File: config.mk
export PLATFORM = sky130hd
export DESIGN_NAME = fiml_fault_latch
export DESIGN_NICKNAME = d
export VERILOG_FILES = /design/src/fiml_pkg.sv /design/src/fiml_fault_latch.sv /design/src/fiml_latch_cell.sv
export SDC_FILE = /design/constraint.sdc
export NUM_CORES = 1
export LEC_CHECK = 0
export BUFFER_PORTS_ARGS = -buffer_cell sky130_fd_sc_hd__buf_4
export CORE_ASPECT_RATIO = 1.2
export CORE_UTILIZATION = 49
export CTS_CLUSTER_SIZE = 16
export DETAILED_ROUTE_END_ITERATION = 8
export PLACE_DENSITY = 0.88
export SLEW_MARGIN = 25
export SYNTH_ARGS = -nofsm -noshare
export SYNTH_HDL_FRONTEND = slang
export SYNTH_HIERARCHICAL = 1
export SYNTH_SLANG_ARGS = --single-unit
File: constraint.sdc
create_clock -name sys_clk -period 1.45 [get_ports sys_clk]
set_input_delay 0.3625 -clock sys_clk [delete_from_list [all_inputs] [get_ports sys_clk]]
set_output_delay 0.3625 -clock sys_clk [all_outputs]
set_load 0.02 [all_outputs]
File: src/fiml_pkg.sv
package fiml_pkg;

    // Register offsets on the device register port
    localparam logic [7:0] FIML_OFF_DC_MASK   = 8'h2A;
    localparam logic [7:0] FIML_OFF_DIAG_MASK = 8'h2B;
    localparam logic [7:0] FIML_OFF_SYS_LATCH = 8'h2C;
    localparam logic [7:0] FIML_OFF_SUMMARY   = 8'h2D;
    localparam logic [7:0] FIML_OFF_CH1_LATCH = 8'h2E;
    localparam logic [7:0] FIML_OFF_CH2_LATCH = 8'h2F;

    // Values after reset
    localparam logic [7:0] FIML_RST_DC_MASK   = 8'h03;
    localparam logic [7:0] FIML_RST_DIAG_MASK = 8'h00;
    localparam logic [7:0] FIML_RST_LATCH     = 8'h00;
    localparam logic [7:0] FIML_RDATA_UNMAPPED = 8'h00;

    // Field positions in the channel input DC fault mask register
    localparam int FIML_DC_CH1_BIT = 7;
    localparam int FIML_DC_CH2_BIT = 6;

    // System latch fields sit in bits 7..4; bits 3..0 read as zero
    localparam int FIML_SYS_LSB    = 4;
    localparam int FIML_SYS_WIDTH  = 4;

    // Channel summary field positions
    localparam int FIML_SUM_CH1_BIT  = 7;
    localparam int FIML_SUM_CH2_BIT  = 6;
    localparam int FIML_SUM_VBAT_BIT = 1;

    // Diagnostic mask bits for the two short-to-battery faults
    localparam int FIML_DIAG_VBAT_P_BIT = 1;
    localparam int FIML_DIAG_VBAT_M_BIT = 0;

    localparam int FIML_NUM_CH = 2;

    // Address match, used by every strobe decode
    function automatic logic fiml_hit(input logic [7:0] addr, input logic [7:0] off);
        fiml_hit = (addr == off);
    endfunction

endpackage

File: src/fiml_fault_latch.sv
`timescale 1ns/1ps

module fiml_fault_latch
    import fiml_pkg::*;
(
    input  wire logic       sys_clk,
    input  wire logic       rst_n,
    input  wire logic [7:0] reg_addr,
    input  wire logic       reg_wr,
    input  wire logic       reg_rd,
    input  wire logic [7:0] reg_wdata,
    output logic      [7:0] reg_rdata,
    output logic            reg_rvalid,
    input  wire logic [3:0] sys_event_live,
    input  wire logic [3:0] sys_event_mask,
    input  wire logic [7:0] ch1_fault_live,
    input  wire logic [7:0] ch2_fault_live,
    input  wire logic       vbat_low_short_live,
    input  wire logic       clear_on_read_select,
    input  wire logic       latch_readback_select,
    output logic      [7:0] channel_dc_fault_mask_q,
    output logic      [7:0] diag_fault_mask_q,
    output logic            irq_out
);

    logic [7:0] channel_dc_fault_mask_reg;
    logic [7:0] diag_fault_mask_reg;
    logic [1:0] ch_sum_reg;
    logic [1:0] ch_sum_next;
    logic [7:0] reg_rdata_reg;
    logic       reg_rvalid_reg;

    logic       rd_sys;
    logic       rd_sum;
    logic [1:0] rd_ch;
    logic [3:0] sys_q;
    logic [3:0] sys_set;
    logic [3:0] sys_unm;
    logic       vbat_q;
    logic       vbat_set;
    logic       vbat_unm;
    logic [7:0] ch_live  [FIML_NUM_CH];
    logic [7:0] ch_q     [FIML_NUM_CH];
    logic [7:0] ch_set   [FIML_NUM_CH];
    logic [7:0] ch_unm   [FIML_NUM_CH];
    logic [1:0] ch_gate;
    logic [1:0] ch_sum_vis;
    logic [7:0] sys_view;
    logic [7:0] sum_view;
    logic [7:0] ch1_view;
    logic [7:0] ch2_view;
    logic [7:0] rd_mux;

    // Read strobes that clear sticky bits; the read itself sees pre-clear data
    assign rd_sys   = reg_rd & fiml_hit(reg_addr, FIML_OFF_SYS_LATCH);
    assign rd_sum   = reg_rd & fiml_hit(reg_addr, FIML_OFF_SUMMARY);
    assign rd_ch[0] = reg_rd & fiml_hit(reg_addr, FIML_OFF_CH1_LATCH);
    assign rd_ch[1] = reg_rd & fiml_hit(reg_addr, FIML_OFF_CH2_LATCH);

    // Channel input DC fault mask; reserved bits are stored as written
    always_ff @(posedge sys_clk or negedge rst_n) begin
        if (!rst_n) begin
            channel_dc_fault_mask_reg <= FIML_RST_DC_MASK;
        end else if (reg_wr && fiml_hit(reg_addr, FIML_OFF_DC_MASK)) begin
            channel_dc_fault_mask_reg <= reg_wdata;
        end
    end

    // Diagnostic fault mask, one bit per fault type shared by both channels
    always_ff @(posedge sys_clk or negedge rst_n) begin
        if (!rst_n) begin
            diag_fault_mask_reg <= FIML_RST_DIAG_MASK;
        end else if (reg_wr && fiml_hit(reg_addr, FIML_OFF_DIAG_MASK)) begin
            diag_fault_mask_reg <= reg_wdata;
        end
    end

    assign channel_dc_fault_mask_q = channel_dc_fault_mask_reg;
    assign diag_fault_mask_q       = diag_fault_mask_reg;

    // System events: clock error, PLL lock, over-temperature, over-current
    fiml_latch_cell #(
        .W(FIML_SYS_WIDTH)
    ) u_sys_latch (
        .sys_clk    (sys_clk),
        .rst_n      (rst_n),
        .live       (sys_event_live),
        .rd_clr     (rd_sys),
        .clr_always (clear_on_read_select),
        .latch_q    (sys_q),
        .set_evt    (sys_set)
    );

    // Battery short while battery sits below the bias supply
    fiml_latch_cell #(
        .W(1)
    ) u_vbat_latch (
        .sys_clk    (sys_clk),
        .rst_n      (rst_n),
        .live       (vbat_low_short_live),
        .rd_clr     (rd_sum),
        .clr_always (clear_on_read_select),
        .latch_q    (vbat_q),
        .set_evt    (vbat_set)
    );

    assign ch_live[0] = ch1_fault_live;
    assign ch_live[1] = ch2_fault_live;

    // Channel enable for interrupts: bit 7 gates channel 1, bit 6 channel 2
    assign ch_gate[0] = ~channel_dc_fault_mask_reg[FIML_DC_CH1_BIT];
    assign ch_gate[1] = ~channel_dc_fault_mask_reg[FIML_DC_CH2_BIT];

    // Per-channel detail latches and their summary bits
    for (genvar c = 0; c < FIML_NUM_CH; c++) begin : g_ch
        fiml_latch_cell #(
            .W(8)
        ) u_detail (
            .sys_clk    (sys_clk),
            .rst_n      (rst_n),
            .live       (ch_live[c]),
            .rd_clr     (rd_ch[c]),
            .clr_always (clear_on_read_select),
            .latch_q    (ch_q[c]),
            .set_evt    (ch_set[c])
        );

        // Each diagnostic mask bit masks the same fault position in both channels
        assign ch_unm[c] = ch_q[c] & ~diag_fault_mask_reg & {8{ch_gate[c]}};

        // Summary follows any detail set in the same cycle; set beats the read clear
        always_comb begin
            ch_sum_next[c] = ch_sum_reg[c];
            if (rd_sum && (clear_on_read_select || !(|ch_live[c]))) begin
                ch_sum_next[c] = 1'b0;
            end
            if (|ch_set[c]) begin
                ch_sum_next[c] = 1'b1;
            end
        end

        // Summary hidden when the whole channel is masked and readback is filtered
        assign ch_sum_vis[c] = ch_sum_reg[c] & (ch_gate[c] | ~latch_readback_select);
    end

    // Summary flops
    always_ff @(posedge sys_clk or negedge rst_n) begin
        if (!rst_n) begin
            ch_sum_reg <= '0;
        end else begin
            ch_sum_reg <= ch_sum_next;
        end
    end

    // Unmasked system events and battery-low short
    assign sys_unm  = sys_q & ~sys_event_mask;
    assign vbat_unm = vbat_q & ~(diag_fault_mask_reg[FIML_DIAG_VBAT_P_BIT]
                               & diag_fault_mask_reg[FIML_DIAG_VBAT_M_BIT]);

    // Readback views; filtered option hides masked bits, reserved bits read zero
    assign sys_view = {(latch_readback_select ? sys_unm : sys_q), 4'h0};
    assign ch1_view = latch_readback_select ? ch_unm[0] : ch_q[0];
    assign ch2_view = latch_readback_select ? ch_unm[1] : ch_q[1];

    // Summary layout: bits 7, 6, 1 live, the rest reserved zero
    always_comb begin
        sum_view = FIML_RST_LATCH;
        sum_view[FIML_SUM_CH1_BIT]  = ch_sum_vis[0];
        sum_view[FIML_SUM_CH2_BIT]  = ch_sum_vis[1];
        sum_view[FIML_SUM_VBAT_BIT] = latch_readback_select ? vbat_unm : vbat_q;
    end

    // Read mux; unmapped offsets answer zero
    always_comb begin
        case (reg_addr)
            FIML_OFF_DC_MASK: begin
                rd_mux = channel_dc_fault_mask_reg;
            end
            FIML_OFF_DIAG_MASK: begin
                rd_mux = diag_fault_mask_reg;
            end
            FIML_OFF_SYS_LATCH: begin
                rd_mux = sys_view;
            end
            FIML_OFF_SUMMARY: begin
                rd_mux = sum_view;
            end
            FIML_OFF_CH1_LATCH: begin
                rd_mux = ch1_view;
            end
            FIML_OFF_CH2_LATCH: begin
                rd_mux = ch2_view;
            end
            default: begin
                rd_mux = FIML_RDATA_UNMAPPED;
            end
        endcase
    end

    // Read data is captured at the strobe edge, before the clear lands
    always_ff @(posedge sys_clk or negedge rst_n) begin
        if (!rst_n) begin
            reg_rdata_reg <= FIML_RDATA_UNMAPPED;
        end else if (reg_rd) begin
            reg_rdata_reg <= rd_mux;
        end
    end

    // One-cycle answer marker
    always_ff @(posedge sys_clk or negedge rst_n) begin
        if (!rst_n) begin
            reg_rvalid_reg <= 1'b0;
        end else begin
            reg_rvalid_reg <= reg_rd;
        end
    end

    assign reg_rdata  = reg_rdata_reg;
    assign reg_rvalid = reg_rvalid_reg;

    // Level event mode: masks gate the output regardless of readback filtering
    assign irq_out = (|sys_unm) | (|ch_unm[0]) | (|ch_unm[1]) | vbat_unm;
endmodule

File: src/fiml_latch_cell.sv
`timescale 1ns/1ps

// Bank of sticky fault bits with the two clear-on-read behaviours
module fiml_latch_cell
    import fiml_pkg::*;
#(
    parameter int W = 8
) (
    input  wire logic         sys_clk,
    input  wire logic         rst_n,
    input  wire logic [W-1:0] live,
    input  wire logic         rd_clr,
    input  wire logic         clr_always,
    output logic      [W-1:0] latch_q,
    output logic      [W-1:0] set_evt
);

    logic [W-1:0] live_prev_reg;
    logic [W-1:0] latch_reg;
    logic [W-1:0] latch_next;
    logic [W-1:0] clr_vec;

    // Edge mode sets only on a fresh rise, level mode while live is high
    assign set_evt = clr_always ? (live & ~live_prev_reg) : live;

    // Level mode must not drop a fault that is still present
    assign clr_vec = rd_clr ? (clr_always ? {W{1'b1}} : ~live) : '0;

    // Set wins over a clear in the same cycle
    assign latch_next = set_evt | (latch_reg & ~clr_vec);

    // Previous live level for rise detection
    always_ff @(posedge sys_clk or negedge rst_n) begin
        if (!rst_n) begin
            live_prev_reg <= '0;
        end else begin
            live_prev_reg <= live;
        end
    end

    // Sticky bits
    always_ff @(posedge sys_clk or negedge rst_n) begin
        if (!rst_n) begin
            latch_reg <= '0;
        end else begin
            latch_reg <= latch_next;
        end
    end

    assign latch_q = latch_reg;

endmodule

==> results.txt <==
Pwr Total: 4.50 mW
Min-Delay Path Class: input port to flop
Max-slew headroom: 63.1%
EDFF count, synth: 0
diode count: 0
CTS clk-pin slew, worst paths: 70 ps
Top Ports: 73
most frequent cells in the layout: buf_4 (128), dfrtp_1 (61), mux2_2 (20)
Synth Net Count: 337
hpwl dp: 7880 um
Placed Area: 4400 um^2
CP required: 1090 ps
Nets: 483
Slew Viols, Final: 0
Final period util: 137%
maximum buffer depth of the clock tree: 2
CTS tree: yes
Fin. Hold Viols: 0
Syn. warnings: 6
synthesized flop and latch total: 69
failing checks: negative setup slack
status: complete, but fails checks
Distinct cells, synth: 45
R2R depth: 7
Pre-antenna DRT Iters: 5
number of vias per cell: 5.92
total grt overflow: 0
startpoint of the worst hold path: vbat_low_short_live
static leakage: 2.17 nW
Min Hold Slack: 121 ps
ranking of synthesized cells by area: dfrtp_1 (51%), mux2_2 (7.2%), a21o_2 (4.2%)
Post-Syn Area: 3300 um^2
area fraction of the dominant cell type after synthesis: 50.8%
Synth area leader: dfrtp_1
first-pass GRT wire length: 16500 um
via count: 3114
post-synthesis sequential area ratio: 52.4%
most common cell after layout, fill and taps aside: buf_4
RePlAce Congestion: 1.00
post-place setup slack: -243 ps
H-Tree Depth: 3
Hold Path Cell Cnt: 1
sum of negative setup slack: -1000 ps
Setup violations, final: 7
die area: 7060 um^2
largest net degree at the start of global routing: 39
critical path launch point: diag_fault_mask_q[0]
Power Density: 935 nW/um^2
die height: 91.9 um
clk root buf: clkbuf_8
CTS sink cnt: 69
antenna violations before repair: 0
# DRC: 0
Final WS setup: -534 ps
vias in the first global route: 3193
Die Wd: 76.9 um
ys flop type: dfrtp_1
Initial Util: 51.2%
Routed wire per std cell: 19.9 um
CP arrival: 1620 ps
post-route ant nets: 0
maximum vdd ir drop: 0.000971 V
final wirelength: 10500 um
WHS Endpoint: u_vbat_latch/live_prev_reg
Worst setup SP type: flop
WS Path Type: flop to primary output
Fmax achieved: 0.504 GHz
Mapped Cells: 290
Setup crit end kind: primary output
worst flop-to-flop path startpoint: channel_dc_fault_mask_q[7]
GRT Overall Usage: 31.6%
Max Cap Viol: 0
R2R Setup Slk: -140 ps
reg2reg end: reg_rdata[7]
Clock Skews: 4.52 ps
Mean Syn Cell Area: 11.4 um^2
initial drt markers: 279
core area: 6450 um^2
Async S/R FF share, synth: 100%
Area Overhead vs Synth: 46.0%
Skew-Pair Late Insertion Delay: 350 ps
share of layout cells above drive strength 1: 51.2%
worst-path fanout max: 3
TritonCTS Buffers: 9
Core Rows: 32
RSZ-0062 raised after global routing: yes
post-route design area: 4820 um^2
minimum clock period: 1980 ps
Buffers on Ports: 72
actual slew at the worst max-slew pin: 548 ps
==> worst max-delay path by stage <==
stage / slack [ps] / end / cells past startpoint
after floorplan: -120 / irq_out / 5
final: -530 / irq_out / 5
after CTS: -540 / irq_out / 5
after detailed placement: -240 / diag_fault_mask_q[7] / 4
after global placement: -230 / diag_fault_mask_q[7] / 4
after global routing: -590 / irq_out / 5
==> power by group <==
group	internal, mW	switching (mW)	total (mW)	leakage, nW
Clock	1.12	0.746	1.86	0.123
Sequential	1.98	0.0391	2.02	0.772
Combinational	0.307	0.307	0.615	1.27
Total	3.41	1.09	4.50	2.17
==> worst max-delay path: stages (launching register included) <==
cell      delay, ps
dfrtp_2         400
inv_2            40
a222oi_1        330
a31o_2          200
nand4_1         100
buf_4           200
==> per-layer routing <==
layer / routed length, um / track usage [%]
met5: 0 / 0
met4: 357 / 13.9
met3: 455 / 5.97
met2: 5390 / 53.6
met1: 4260 / 38.9
==> metrics by stage <==
stage / instances / util, %
after floorplan: 290 / -
after global placement: 501 / 68.2
after detailed placement: 501 / 68.2
after CTS: 519 / 72.8
after global routing: 526 / 74.7
final: 526 / 74.7
==> final cells by class <==
class	count	area, um^2
clock buffers	12	165
clock inverters	4	77.6
fillers	420	1630
inverters	20	75.1
multi-input cells	190	1480
flip-flops and latches	69	1740
well taps	85	106
repair buffers	146	1170
==> Yosys cell counts (3+ instances only) <==
master,number
a211o_1,3
a21boi_0,16
a21boi_2,5
a21o_1,5
a21o_2,16
a21oi_1,6
a22oi_1,4
and3_1,6
buf_2,4
clkbuf_1,6
dfrtp_1,67
inv_1,19
mux2_2,21
mux2i_1,6
nand2_1,7
nand3_1,9
nand4_1,12
nor2_1,10
nor4_1,8
o21ai_0,18
o2bb2ai_1,3
==> logic make-up (layout without fill, tap and decap cells) <==
kind of cell,after synthesis,count (layout),share of synthesized area (%)
buffers and inverters,31,182,3.91
multiplexers,27,27,8.99
flip-flops,69,69,52.4
AO/OA/AOI/OAI,95,95,21.9
AND/OR/NAND/NOR,68,68,12.8
==> repair_timing <==
| item | 4_1_cts | 5_1_grt |
|---|---|---|
| setup buffers | 1 | 11 |
| endpoints found under the setup margin | 9 | 9 |
| pin swaps | 2 | 6 |
| endpoints found under the hold margin | 23 | 0 |
| hold buffers | 1 | 0 |
| gates cloned | 0 | 0 |
| gates resized for setup | 12 | 25 |
(Power assumes the default switching activity.)
